`src/sfm_defines.vh`:
```
// Function
// - modify commands need write latch set first
// - page write erases page, keeps unsupplied bytes
// - data past page end wraps to start
// - over 256 bytes, only last 256 kept
// - under 256 bytes, others in page untouched
// - write/program need select rise on byte boundary
// - select rise starts cycle, busy, latch clears
// - page write refused on hw/sw protection
// - program clears bits only, refused hw only
// - program refused on hardware protected page
// - modify commands rejected while cycle busy
// - lock write needs exactly one data byte
// - lock bits instant, latch clears quickly
// - page erase sets page to FFh
// - erase needs select rise after address
// - page erase refused on hw/sw protection
// - subsector erase sets subsector to ones
// - subsector erase refused on protected sector
// - reset pin aborts erase, enters reset mode
// - ignore top address bits per variant
// - serial input sampled on clock rise
// - lock-down freezes sector lock bits
// - write-locked sector skips all modify operations; lock writes to that sector still apply
`ifndef SFM_DEFINES_VH
`define SFM_DEFINES_VH

// system clock rate
`define SFM_CLK_MHZ               50

// address width per memory variant
`define SFM_ADDR_BITS_2M          18
`define SFM_ADDR_BITS_1M          17
`define SFM_SECTOR_LSB            16

// command codes, values arbitrary
`define SFM_OP_PAGE_WRITE         8'h11
`define SFM_OP_PAGE_PROGRAM       8'h12
`define SFM_OP_LOCK_WRITE         8'h13
`define SFM_OP_PAGE_ERASE         8'h14
`define SFM_OP_SUBSECTOR_ERASE    8'h15

// operation kinds shown to the array
`define SFM_KIND_PAGE_WRITE       2'h0
`define SFM_KIND_PAGE_PROGRAM     2'h1
`define SFM_KIND_PAGE_ERASE       2'h2
`define SFM_KIND_SUBSECTOR_ERASE  2'h3

// lock byte fields
`define SFM_LOCK_WLOCK_BIT        0
`define SFM_LOCK_LDOWN_BIT        1
`define SFM_LOCK_WLOCK_RST        1'b0
`define SFM_LOCK_LDOWN_RST        1'b0

// frame byte positions
`define SFM_BYTE_DATA             3'h4

// times in their own units
`define SFM_PROGRAM_CYCLE_TIME_US    1000
`define SFM_PAGE_ERASE_TIME_US       2000
`define SFM_SUBSECTOR_ERASE_TIME_US  4000
`define SFM_RESET_TO_SELECT_TIME_NS  30000
`define SFM_DESELECT_MIN_TIME_NS     100

// derived cycle counts
`define SFM_PROGRAM_CYCLES   (`SFM_PROGRAM_CYCLE_TIME_US * `SFM_CLK_MHZ)
`define SFM_PAGE_ERASE_CYCLES (`SFM_PAGE_ERASE_TIME_US * `SFM_CLK_MHZ)
`define SFM_SUBSECTOR_CYCLES (`SFM_SUBSECTOR_ERASE_TIME_US * `SFM_CLK_MHZ)
`define SFM_RST_SEL_CYCLES   ((`SFM_RESET_TO_SELECT_TIME_NS * `SFM_CLK_MHZ + 999) / 1000)

// timer width
`define SFM_TMR_W                 32

`endif

```
`src/sfm_sync.v`:
```
`timescale 1ns/1ns
module sfm_sync #(
  parameter RESET_VAL = 1'b0
) (
  // clock and reset
  input  wire mclk_i,
  input  wire sys_rst_i,
  // pin side
  input  wire pin_i,
  // filtered level
  output reg  level_o
);

  reg s1;  // first stage, read only by s2
  reg s2;  // second stage
  reg s3;  // third stage

  ////////////////////////////////////////////////////////////////////////////
  // three stage chain, level moves once stages two and three agree
  always @(posedge mclk_i) begin
    if (sys_rst_i) begin
      s1      <= RESET_VAL;
      s2      <= RESET_VAL;
      s3      <= RESET_VAL;
      level_o <= RESET_VAL;
    end else begin
      s1 <= pin_i;
      s2 <= s1;
      s3 <= s2;
      if (s2 == s3) begin
        level_o <= s3;  // agreed value
      end
    end
  end

endmodule

```
`src/sfm_timer.v`:
```
`timescale 1ns/1ns
`include "sfm_defines.vh"
module sfm_timer #(
  parameter W = `SFM_TMR_W
) (
  // clock and reset
  input  wire         mclk_i,
  input  wire         sys_rst_i,
  // control
  input  wire         start_i,
  input  wire [W-1:0] load_i,
  input  wire         abort_i,
  // status
  output reg          busy_o,
  output reg          done_o
);

  reg [W-1:0] remain;  // cycles left in the running cycle

  ////////////////////////////////////////////////////////////////////////////
  // self-timed down counter, abort wins, done pulses at natural end only
  always @(posedge mclk_i) begin
    if (sys_rst_i) begin
      remain <= {W{1'b0}};
      busy_o <= 1'b0;
      done_o <= 1'b0;
    end else begin
      done_o <= 1'b0;
      if (abort_i) begin
        remain <= {W{1'b0}};
        busy_o <= 1'b0;
      end else if (start_i && !busy_o) begin
        remain <= load_i;
        busy_o <= 1'b1;
      end else if (busy_o) begin
        if (remain <= {{(W-1){1'b0}}, 1'b1}) begin
          busy_o <= 1'b0;
          done_o <= 1'b1;
        end else begin
          remain <= remain - {{(W-1){1'b0}}, 1'b1};
        end
      end
    end
  end

endmodule

```
`src/sfm_top.v`:
```
`timescale 1ns/1ns
`include "sfm_defines.vh"
module sfm_top #(
  parameter ADDR_BITS = `SFM_ADDR_BITS_2M,
  parameter [7:0] OP_PAGE_WRITE = `SFM_OP_PAGE_WRITE,
  parameter [7:0] OP_PAGE_PROGRAM = `SFM_OP_PAGE_PROGRAM,
  parameter [7:0] OP_LOCK_WRITE = `SFM_OP_LOCK_WRITE,
  parameter [7:0] OP_PAGE_ERASE = `SFM_OP_PAGE_ERASE,
  parameter [7:0] OP_SUBSECTOR_ERASE = `SFM_OP_SUBSECTOR_ERASE,
  parameter [`SFM_TMR_W-1:0] PROGRAM_CYC = `SFM_PROGRAM_CYCLES,
  parameter [`SFM_TMR_W-1:0] PAGE_ERASE_CYC = `SFM_PAGE_ERASE_CYCLES,
  parameter [`SFM_TMR_W-1:0] SUBSECTOR_CYC = `SFM_SUBSECTOR_CYCLES
) (
  // system
  input  wire                           mclk_i,
  input  wire                           sys_rst_i,
  // serial link pins
  input  wire                           spi_cs_n_i,
  input  wire                           spi_sclk_i,
  input  wire                           serial_in_line_i,
  input  wire                           hw_reset_n_i,
  // write latch control from the other command handlers
  input  wire                           wel_set_i,
  input  wire                           wel_clr_i,
  // protection lookup for prot_addr_o
  input  wire                           hw_prot_i,
  input  wire                           sw_prot_i,
  // page buffer and lock read ports
  input  wire [7:0]                     buf_idx_i,
  input  wire [ADDR_BITS-`SFM_SECTOR_LSB-1:0] lock_sector_i,
  // status
  output reg                            write_latch_flag_o,
  output wire                           cycle_busy_flag_o,
  output wire                           reset_mode_o,
  // frame address for the protection lookup
  output wire [ADDR_BITS-1:0]           prot_addr_o,
  // array operation port
  output reg                            op_start_o,
  output reg  [1:0]                     op_kind_o,
  output reg  [ADDR_BITS-1:0]           op_addr_o,
  output wire                           op_done_o,
  output reg                            op_abort_o,
  // read data
  output reg  [7:0]                     buf_data_o,
  output reg                            buf_valid_o,
  output reg  [7:0]                     lock_rd_o
);

  localparam SECT_W  = ADDR_BITS - `SFM_SECTOR_LSB;  // sector index width
  localparam SECTORS = 1 << SECT_W;                  // sectors in the array
  localparam [`SFM_TMR_W-1:0] RST_SEL_CYC = `SFM_RST_SEL_CYCLES;
  localparam [`SFM_TMR_W-1:0] PW_CYC = PAGE_ERASE_CYC + PROGRAM_CYC;

  ////////////////////////////////////////////////////////////////////////////
  // pin synchronisers

  wire cs_n_s;   // filtered select
  wire sclk_s;   // filtered serial clock
  wire si_s;     // filtered serial input
  wire rstn_s;   // filtered reset pin

  sfm_sync #(.RESET_VAL(1'b1)) u_sync_cs (
    .mclk_i    (mclk_i),
    .sys_rst_i (sys_rst_i),
    .pin_i     (spi_cs_n_i),
    .level_o   (cs_n_s)
  );
  sfm_sync #(.RESET_VAL(1'b0)) u_sync_sclk (
    .mclk_i    (mclk_i),
    .sys_rst_i (sys_rst_i),
    .pin_i     (spi_sclk_i),
    .level_o   (sclk_s)
  );
  sfm_sync #(.RESET_VAL(1'b0)) u_sync_si (
    .mclk_i    (mclk_i),
    .sys_rst_i (sys_rst_i),
    .pin_i     (serial_in_line_i),
    .level_o   (si_s)
  );
  sfm_sync #(.RESET_VAL(1'b1)) u_sync_rst (
    .mclk_i    (mclk_i),
    .sys_rst_i (sys_rst_i),
    .pin_i     (hw_reset_n_i),
    .level_o   (rstn_s)
  );

  ////////////////////////////////////////////////////////////////////////////
  // edge detection and reset-mode guard

  reg                  sclk_q;     // previous serial clock level
  reg                  cs_n_q;     // previous select level
  reg [`SFM_TMR_W-1:0] guard_cnt;  // select lockout after reset pin release

  wire sclk_rise = sclk_s & ~sclk_q;
  wire cs_rise   = cs_n_s & ~cs_n_q;
  wire cs_fall   = ~cs_n_s & cs_n_q;
  wire rst_mode  = ~rstn_s | (guard_cnt != {`SFM_TMR_W{1'b0}});

  assign reset_mode_o = rst_mode;

  // edge history and lockout counter
  always @(posedge mclk_i) begin
    if (sys_rst_i) begin
      sclk_q    <= 1'b0;
      cs_n_q    <= 1'b1;
      guard_cnt <= {`SFM_TMR_W{1'b0}};
    end else begin
      sclk_q <= sclk_s;
      cs_n_q <= cs_n_s;
      if (!rstn_s) begin
        guard_cnt <= RST_SEL_CYC;
      end else if (guard_cnt != {`SFM_TMR_W{1'b0}}) begin
        guard_cnt <= guard_cnt - {{(`SFM_TMR_W-1){1'b0}}, 1'b1};
      end
    end
  end

  ////////////////////////////////////////////////////////////////////////////
  // frame capture

  reg        in_frame;  // select taken while not in reset mode
  reg [2:0]  bit_cnt;   // bits of the current byte
  reg [2:0]  byte_pos;  // 0 opcode, 1..3 address, 4 data
  reg [6:0]  shift;     // partial byte
  reg [7:0]  opcode;    // captured command code
  reg [23:0] addr;      // captured address
  reg [7:0]  data_idx;  // wrapping offset of next data byte from the start address
  reg [1:0]  data_cnt;  // data bytes seen, saturates at 2
  reg [7:0]  lock_byte; // last data byte, for lock writes
  reg        armed;     // latch set and idle at opcode time

  wire       bit_take  = in_frame & ~cs_n_s & sclk_rise;
  wire       byte_done = bit_take & (bit_cnt == 3'h7);
  wire [7:0] new_byte  = {shift, si_s};
  wire       is_pw     = (opcode == OP_PAGE_WRITE);
  wire       is_pp     = (opcode == OP_PAGE_PROGRAM);
  wire       is_lw     = (opcode == OP_LOCK_WRITE);
  wire       is_pe     = (opcode == OP_PAGE_ERASE);
  wire       is_sse    = (opcode == OP_SUBSECTOR_ERASE);
  wire       new_pwpp  = (new_byte == OP_PAGE_WRITE) | (new_byte == OP_PAGE_PROGRAM);
  wire       in_data   = (byte_pos == `SFM_BYTE_DATA);
  wire [7:0] wr_idx    = addr[7:0] + data_idx;

  wire [ADDR_BITS-1:0] addr_m = addr[ADDR_BITS-1:0];
  wire [SECT_W-1:0]    sect   = addr[ADDR_BITS-1:`SFM_SECTOR_LSB];

  assign prot_addr_o = addr_m;

  // shift opcode, address and data bits on each serial clock rise
  always @(posedge mclk_i) begin
    if (sys_rst_i) begin
      in_frame  <= 1'b0;
      bit_cnt   <= 3'h0;
      byte_pos  <= 3'h0;
      shift     <= 7'h00;
      opcode    <= 8'h00;
      addr      <= 24'h000000;
      data_idx  <= 8'h00;
      data_cnt  <= 2'h0;
      lock_byte <= 8'h00;
      armed     <= 1'b0;
    end else if (rst_mode || cs_n_s) begin
      in_frame <= 1'b0;  // frame dropped by reset pin or ended
    end else if (cs_fall) begin
      // new frame
      in_frame <= 1'b1;
      bit_cnt  <= 3'h0;
      byte_pos <= 3'h0;
      data_idx <= 8'h00;
      data_cnt <= 2'h0;
      armed    <= 1'b0;
    end else if (bit_take) begin
      bit_cnt <= bit_cnt + 3'h1;
      shift   <= new_byte[6:0];
      if (byte_done) begin
        case (byte_pos)
          3'h0: begin
            opcode <= new_byte;
            armed  <= write_latch_flag_o & ~cycle_busy_flag_o;
          end
          3'h1: addr[23:16] <= new_byte;
          3'h2: addr[15:8]  <= new_byte;
          3'h3: addr[7:0]   <= new_byte;
          default: begin
            lock_byte <= new_byte;
            data_idx  <= data_idx + 8'h01;
            if (data_cnt != 2'h2) begin
              data_cnt <= data_cnt + 2'h1;
            end
          end
        endcase
        if (!in_data) begin
          byte_pos <= byte_pos + 3'h1;
        end
      end
    end
  end

  ////////////////////////////////////////////////////////////////////////////
  // page buffer, one byte and one valid flag per page offset

  reg [7:0]   page_mem [0:255];  // supplied data bytes
  reg [255:0] page_vld;          // offsets supplied this frame

  // clear at an armed write opcode, fill from data bytes
  always @(posedge mclk_i) begin
    if (sys_rst_i) begin
      page_vld <= 256'h0;
    end else if (byte_done && byte_pos == 3'h0 && new_pwpp &&
                 write_latch_flag_o && !cycle_busy_flag_o) begin
      page_vld <= 256'h0;
    end else if (byte_done && in_data && armed && (is_pw || is_pp)) begin
      page_vld[wr_idx] <= 1'b1;  // later bytes overwrite earlier
    end
  end

  // data storage needs no reset
  always @(posedge mclk_i) begin
    if (byte_done && in_data && armed && (is_pw || is_pp)) begin
      page_mem[wr_idx] <= new_byte;
    end
  end

  // registered read port for the array
  always @(posedge mclk_i) begin
    if (sys_rst_i) begin
      buf_data_o  <= 8'h00;
      buf_valid_o <= 1'b0;
    end else begin
      buf_data_o  <= page_mem[buf_idx_i];
      buf_valid_o <= page_vld[buf_idx_i];
    end
  end

  ////////////////////////////////////////////////////////////////////////////
  // end-of-frame decision

  reg [SECTORS-1:0] wlock;  // per sector write lock
  reg [SECTORS-1:0] ldown;  // per sector lock-down

  wire on_byte  = (bit_cnt == 3'h0);
  wire end_ok   = in_frame & cs_rise & armed & on_byte & ~cycle_busy_flag_o;
  wire wlock_s  = wlock[sect];
  wire pw_go    = end_ok & is_pw & in_data & (data_cnt != 2'h0)
                  & ~hw_prot_i & ~sw_prot_i & ~wlock_s;
  wire pp_go    = end_ok & is_pp & in_data & (data_cnt != 2'h0)
                  & ~hw_prot_i & ~wlock_s;
  wire pe_go    = end_ok & is_pe & in_data & (data_cnt == 2'h0)
                  & ~hw_prot_i & ~sw_prot_i & ~wlock_s;
  wire sse_go   = end_ok & is_sse & in_data & (data_cnt == 2'h0)
                  & ~hw_prot_i & ~sw_prot_i & ~wlock_s;
  wire lw_go    = end_ok & is_lw & in_data & (data_cnt == 2'h1);
  wire op_go    = pw_go | pp_go | pe_go | sse_go;

  reg [1:0]            next_kind;  // kind of the starting cycle
  reg [`SFM_TMR_W-1:0] next_load;  // duration of the starting cycle

  // pick kind and duration
  always @* begin
    next_kind = `SFM_KIND_SUBSECTOR_ERASE;
    next_load = SUBSECTOR_CYC;
    if (pw_go) begin
      next_kind = `SFM_KIND_PAGE_WRITE;
      next_load = PW_CYC;  // erase then program
    end else if (pp_go) begin
      next_kind = `SFM_KIND_PAGE_PROGRAM;
      next_load = PROGRAM_CYC;
    end else if (pe_go) begin
      next_kind = `SFM_KIND_PAGE_ERASE;
      next_load = PAGE_ERASE_CYC;
    end
  end

  ////////////////////////////////////////////////////////////////////////////
  // self-timed cycle

  sfm_timer #(.W(`SFM_TMR_W)) u_timer (
    .mclk_i    (mclk_i),
    .sys_rst_i (sys_rst_i),
    .start_i   (op_go),
    .load_i    (next_load),
    .abort_i   (~rstn_s),
    .busy_o    (cycle_busy_flag_o),
    .done_o    (op_done_o)
  );

  // array request registers, abort pulse on reset pin during a cycle
  always @(posedge mclk_i) begin
    if (sys_rst_i) begin
      op_start_o <= 1'b0;
      op_kind_o  <= `SFM_KIND_PAGE_WRITE;
      op_addr_o  <= {ADDR_BITS{1'b0}};
      op_abort_o <= 1'b0;
    end else begin
      op_start_o <= op_go;
      op_abort_o <= ~rstn_s & cycle_busy_flag_o;
      if (op_go) begin
        op_kind_o <= next_kind;
        op_addr_o <= addr_m;
      end
    end
  end

  ////////////////////////////////////////////////////////////////////////////
  // write latch: device clears, the set request wins

  always @(posedge mclk_i) begin
    if (sys_rst_i) begin
      write_latch_flag_o <= 1'b0;
    end else begin
      if (op_go || lw_go || wel_clr_i || !rstn_s) begin
        write_latch_flag_o <= 1'b0;
      end
      if (wel_set_i) begin
        write_latch_flag_o <= 1'b1;
      end
    end
  end

  ////////////////////////////////////////////////////////////////////////////
  // volatile sector lock bits

  // update at once, frozen by lock-down until power-up
  always @(posedge mclk_i) begin
    if (sys_rst_i) begin
      wlock <= {SECTORS{`SFM_LOCK_WLOCK_RST}};
      ldown <= {SECTORS{`SFM_LOCK_LDOWN_RST}};
    end else if (lw_go && !ldown[sect]) begin
      wlock[sect] <= lock_byte[`SFM_LOCK_WLOCK_BIT];
      ldown[sect] <= lock_byte[`SFM_LOCK_LDOWN_BIT];
    end
  end

  // registered lock read port, upper bits zero
  always @(posedge mclk_i) begin
    if (sys_rst_i) begin
      lock_rd_o <= 8'h00;
    end else begin
      lock_rd_o <= {6'h00, ldown[lock_sector_i], wlock[lock_sector_i]};
    end
  end

endmodule

```
`config.mk`:
```
export PLATFORM = sky130hd
export DESIGN_NAME = sfm_top
export DESIGN_NICKNAME = d
export VERILOG_FILES = /design/src/sfm_sync.v /design/src/sfm_timer.v /design/src/sfm_top.v
export VERILOG_INCLUDE_DIRS = /design/src /design/src/src
export SDC_FILE = /design/constraint.sdc
export NUM_CORES = 2
export LEC_CHECK = 0
export BUFFER_PORTS_ARGS = -buffer_cell sky130_fd_sc_hd__buf_2
export CAP_MARGIN = 25
export CORE_MARGIN = 3
export CORE_UTILIZATION = 30
export CTS_CLUSTER_SIZE = 14
export DETAILED_ROUTE_END_ITERATION = 12
export GPL_ROUTABILITY_DRIVEN = 0
export PLACE_DENSITY_LB_ADDON = 0.1
export SYNTH_ARGS = -nofsm -noshare
export SYNTH_HDL_FRONTEND = slang
export SYNTH_SLANG_ARGS = --single-unit
```
`constraint.sdc`:
```
create_clock -name mclk_i -period 14.1 [get_ports mclk_i]
set_clock_uncertainty 0.05 [all_clocks]
set_input_delay 0 -clock mclk_i [delete_from_list [all_inputs] [get_ports mclk_i]]
set_output_delay 0 -clock mclk_i [all_outputs]
set_load 0.05 [all_outputs]
```
# --- Word level (Yosys, flattened, before mapping) ---
# Memory sizes are Yosys's and may differ from the RTL's. A register that Yosys moved wholly into a read port is not among the register bits.
# Cells that the tools add are included.
op_classes:
  addsub: 7
  magnitude_cmp: 7
  n_eq_ne: 22
  n_mux: 54
  n_bitwise: 55
  n_reduce_logical: 47
op_table:
  columns: ["cell", "n"]
  rows:
  - ["256-bit OR", 1]
  - ["32-bit 2-to-1 mux", 3]
  - ["32-bit by 1-bit subtractor with 32-bit output (second input constant)", 2]
  - ["8-bit by 5-bit equality test with 1-bit output (second input constant)", 7]
  - ["18-bit 2-to-1 mux", 3]
  - ["1-bit AND", 38]
  - ["32-bit by 1-bit less-or-equal comparator with 1-bit output (second input constant)", 1]
  - ["8-bit 2-to-1 mux", 4]
  - ["32-bit nonzero test", 1]
  - ["5-bit AND reduction", 6]
  - ["11-bit 2-to-1 mux", 2]
  - ["1-bit 2-to-1 mux", 20]
  - ["8-bit by 9-bit < comparator with 1-bit output (second input constant)", 2]
  - ["3-bit 2-to-1 mux", 6]
  - ["2-bit 2-to-1 mux", 7]
  - ["2-bit nonzero test", 7]
  - ["4-bit AND reduction", 3]
  - ["1-bit logical AND", 11]
  - ["1-bit inverter", 11]
  - ["8-bit by 1-bit adder with 8-bit output (second input constant)", 1]
  - ["8-bit adder", 1]
  - ["1-bit binary-select mux with 2-bit select", 4]
  - ["1-bit binary-select mux with 8-bit select", 1]
  - ["4-bit bitwise mux", 2]
  - ["23 further kinds", 48]
word_totals:
  regBits: 433
  ramBits: 2048
  out_inout_bits: 61
  wordCells: 239
  memories: 1
mem_list:
  columns: ["name", "depth", "width", "rd", "rd_clocked_by_memory_dff", "write_ports", "line_no", "rtl"]
  rows:
  - ["page_mem", 256, 8, 1, 1, 1, "sfm_top.v:202", "reg [7:0] page_mem [0:255];"]

# --- Logic depth before layout (Yosys ltp) ---
logic_depth:
  word_depth: 20
  ltp_mapped: 13
  depth_no_buf: 8

# --- By module ---
# A second synthesis with hierarchy kept.
unflattened:
  hier_cells: 5636
  hier_area_um2: 97960.2
modules_own_cells:
  columns: ["module", "n_inst", "cells_each", "area_each_um2", "seq_area_each_um2"]
  rows:
  - ["sfm_top", 1, 5313, 95301.4, 69206.4]
  - ["sfm_timer", 1, 283, 2203.4, 680.7]
  - ["sfm_sync at u_sync_cs ...", 2, 10, 115.1, 80.1]
  - ["sfm_sync at u_sync_sclk ...", 2, 10, 112.6, 80.1]

# --- Least setup slack after synthesis ---
# No wires, ideal clock.
synth_timing:
  path_type: "reg2reg"
  start: "register shift[5]"
  end: "register page_vld[120]"
  arrival_ns: 5.139
  required_ns: 13.991
  path_slack_ns: 8.851
  path_stages_with_launch: 6
  n_path_buf: 2
  path_cell_list: "dfxtp_1 nor3_1 a41oi_1 clkbuf_1 clkbuf_1 a22o_1"
synth_via:
  elab_chain_len: 6
  elab_cells_between_ends: 7
  cone_classes: "eq/ne (2); bitwise (1); reduce/logical (4)"
synth_lines:
  columns: ["element", "line_no", "rtl"]
  rows:
  - ["start, declared", "sfm_top.v:124", "reg [6:0] shift;"]
  - ["start signal, assigned", "sfm_top.v:174", "shift <= new_byte[6:0];"]
  - ["8-bit by 5-bit equality test with 1-bit output", "sfm_top.v:140", "wire new_pwpp = (new_byte == OP_PAGE_WRITE) | (new_byte == OP_PAGE_PROGRAM);"]
  - ["1-bit OR (*)", "sfm_top.v:140", null]
  - ["1-bit logical AND (*) (2 in a row)", "sfm_top.v:209", "end else if (byte_done && byte_pos == 3'h0 && new_pwpp &&"]
  - ["1-bit logical AND (*)", "sfm_top.v:210", "write_latch_flag_o && !cycle_busy_flag_o) begin"]
  - ["2-bit OR reduction (no line) (*)", null, null]
  - ["end signal, assigned", "sfm_top.v:208", "page_vld <= 256'h0;"]
  - ["end signal, assigned", "sfm_top.v:211", "page_vld <= 256'h0;"]
  - ["end signal, assigned by index", "sfm_top.v:213", "page_vld[wr_idx] <= 1'b1;"]
  - ["end, declared", "sfm_top.v:203", "reg [255:0] page_vld;"]
# Mark *: on every way between the ends. The rest lies on a longest branch, timed or not.
# A chain may end at the register's enable or synchronous reset.

# --- Worst setup path in the final report ---
layout_timing:
  start: "register opcode[3]"
  end: "memory page_mem[178][7], enable pin"
layout_via:
  elab_chain_len: 5
  elab_cells_between_ends: 6
  cone_classes: "eq/ne (2); mux (2); reduce/logical (2)"
layout_lines:
  columns: ["element", "line_no", "rtl"]
  rows:
  - ["start, declared", "sfm_top.v:125", "reg [7:0] opcode;"]
  - ["start signal, assigned", "sfm_top.v:178", "opcode <= new_byte;"]
  - ["8-bit by 5-bit equality test with 1-bit output, on equally long branches", "sfm_top.v:135, sfm_top.v:136", null]
  - ["1-bit logical OR (*)", "sfm_top.v:219", "if (byte_done && in_data && armed && (is_pw || is_pp)) begin"]
  - ["1-bit logical AND (*)", "sfm_top.v:219", null]
  - ["1-bit 2-to-1 mux (*)", "sfm_top.v:219", null]
  - ["1-bit 2-to-1 mux (not written as such) (*)", "sfm_top.v:220", "page_mem[wr_idx] <= new_byte;"]
  - ["end, declared", "sfm_top.v:202", null]
# Marked as above.

==> metrics <==
status finished clean; unrepaired setup endpoints after global routing false; Worst Max-Slew Pin Slew 1320 ps; Avg Inst Size Synth 16.8 um^2; Yosys top cell by area edfxtp_1; R2R depth 6; Post-DRT Antenna Nets 0; vias per std cell 5.12; Total Power 16300 uW; FF-to-FF End page_mem[178][7]; worst hold path class primary input to register; FFs w/ async S/R, synth 0%; hold_buf cts 28; Mapped Area 98300 um^2; PwrDens 142 nW/um^2; Most used DFF post-synth edfxtp_1; Starting Density 30.2%; DIE AREA 334000 um^2; drt initial violations 4989; # setup viols final 0; Die Wd 578 um; worst vdd ir 0.0000898 V; clk_lat worst skew 880 ps; DRC violations left 0; largest net degree at the start of global routing 221; first-pass GRT wire length 444 mm; final WL 314 mm; hold path cells 6; clock sinks 2483; Post-Route Setup TNS 0 ps; FF+latch count, synth 2483; Critical Path AT 5850 ps; sequential share of the synthesized area 71.5%; FMAX 185 MHz; post-synth top area share 62.6%; Lkg Pwr 0.0370 uW; Num CTS Buffers 291; I/O pins 81; crit path time final 5420 ps; worst hold start sw_prot_i; nets 6137; row cnt 209; Worst EP required 14530 ps; Final Cycle Share 38.4%; FF-to-FF setup slack 8680 ps; hpwl dp 200 mm; port bufs 74; Max FO, Critical Path 10; CTS tree done; clock slew at the register clock pins of the worst setup and hold paths 60 ps; synth top area cells edfxtp_1 (63%), mux4_2 (11%), dfxtp_1 (8.9%), mux2i_1 (3.1%), nand2_1 (1.5%); H-tree levels 5; Hold Crit Endpoint op_kind_o[1]; Cells after Synth 5865; Yosys cell types 85; Setup crit end kind register; r2r startpoint opcode[3]; root buffer selected by CTS clkbuf_16; Floorplan Core Area 325000 um^2; wire length per cell 29.5 um; GRT Total Usage 18.5%; Warnings, synthesis 0; clk buf depth 4; maxcap violations 0; # Post-CTS Setup Buffers 0; layout cells sized above 1 20.5%; grt total ovfl 0; EDFF count, synth 2048; Crit Path Category register to register; vias in the first global route 56100; total number of vias 54500; initial antenna violation count 13; number of iterations in the first detailed-routing pass 6; post-CTS resize count 0; Critical Path Start Type register; fill cell count 30800; Final Hold Viols 0; Die Height 578 um; Slew Limit Fails 0; Layout area overhead 16.3%; slew margin rel. 12.1%
[through the flow]
step	util (%)	hold slack [ps]	area (um^2)	setup slack (ps)	cells
after global routing	35.2	112	114000	8530	10600
after CTS	35.1	24.7	114000	8650	10600
after detailed placement	32.1	146	104000	8680	10100
final	35.2	103	114000	8680	10700
after global placement	32.1	135	104000	8740	10100
after floorplan	-	53.8	98300	8850	5870
[layout make-up]
class / count / area (um^2) / share of cell area (%)
Sequential cell: 2483 / 70200 / 61.5
Timing Repair Buffer: 321 / 2580 / 2.26
Multi-Input combinational cell: 2977 / 26500 / 23.2
Antenna cell: 11 / 27.5 / 0.0241
Clock buffer: 379 / 7910 / 6.92
Tap cell: 4325 / 5410 / 4.73
Clock inverter: 140 / 1530 / 1.33
Inverter: 20 / 75.1 / 0.0657
[synth_stat cells, types with 31 or more instances]
cell and count:
a22oi_1 49, buf_4 57, clkbuf_1 236, nor3_1 189, a211oi_1 45, nor2b_1 49
edfxtp_1 2048, mux2i_1 308, buf_2 70, a32o_1 56, a21oi_1 90, mux4_2 466
a22o_1 41, nand2_1 387, xnor2_1 31, mux2_2 37, nand3_1 87, dfxtp_1 435
o21ai_0 70, o22ai_1 122, nor2_1 366, o21ai_1 144, nor4_1 62
[routing by layer]
layer | global-route usage [%] | wire length [um] | vias up
met2 | 30.3 | 150000 | 1422
li1 | - | - | 23900
met1 | 25.8 | 142000 | 28900
met5 | 0 | 0 | -
met4 | 4.39 | 7510 | 0
met3 | 2.99 | 15300 | 341
[sequential cells by signal, indices dropped and copies added, names as in the netlist, 18 cells and up]
| name | count |
|---|---|
| page_mem | 2048 |
| page_vld | 256 |
| guard_cnt | 32 |
| u_timer.remain | 32 |
| addr | 18 |
| op_addr_o | 18 |
[cells in the final DEF (no fill, tap or decap), types with 41 or more instances in the layout]
master / Yosys / routed
o22ai_1: 122 / 122
buf_4: 57 / 193
mux4_2: 466 / 466
nor2_1: 366 / 361
edfxtp_1: 2048 / 2048
a22o_1: 41 / 41
clkbuf_1: 236 / 65
a211oi_1: 45 / 45
clkbuf_16: 0 / 297
a22oi_1: 49 / 49
nor2b_1: 49 / 47
buf_2: 70 / 71
a21oi_1: 90 / 90
clkinv_1: 0 / 49
nand2_1: 387 / 387
o21ai_0: 70 / 69
nor3_1: 189 / 177
nand3_1: 87 / 86
nor4_1: 62 / 55
o21ai_1: 144 / 144
a32o_1: 56 / 56
dfxtp_1: 435 / 427
mux2i_1: 308 / 308
[worst max-delay path by stage]
stage              start               end  slack (ps)
2_1_floorplan   shift[5]     page_vld[120]        8850
3_3_place_gp   opcode[3]  page_mem[179][0]        8740
3_5_place_dp   opcode[3]  page_mem[178][4]        8680
4_1_cts        opcode[3]  page_mem[178][7]        8650
5_1_grt        opcode[3]  page_mem[178][7]        8530
6_report       opcode[3]  page_mem[178][7]        8680
[cells by family (layout without fill, tap and decap cells)]
group                    Yosys count  after routing  synth area share [%]
multiplexers                     811            811                  14.2
AO/OA/AOI/OAI                    767            767                  5.25
buffers and inverters            410            860                  1.87
XOR/XNOR                          51             51                 0.455
adder cells (fa/ha/maj)           23             23                 0.301
AND/OR/NAND/NOR                 1319           1319                  6.42
flip-flops                      2483           2483                  71.5
other                              1             17               0.00382
[power by group]
group	total (uW)	switching (uW)	internal, uW
clock network	7490	3080	4410
registers	7920	53.6	7860
logic	851	532	318
total	16300	3660	12600
[worst max-delay path, cell delays in order (launching register included)]
cell     delay [ps]
dfxtp_1         300
or4b_1          600
nor4_4          650
nand4_1         950
nor3_1          990
nand2_1         540
nor2_1          900
(Power assumes the default switching activity.)
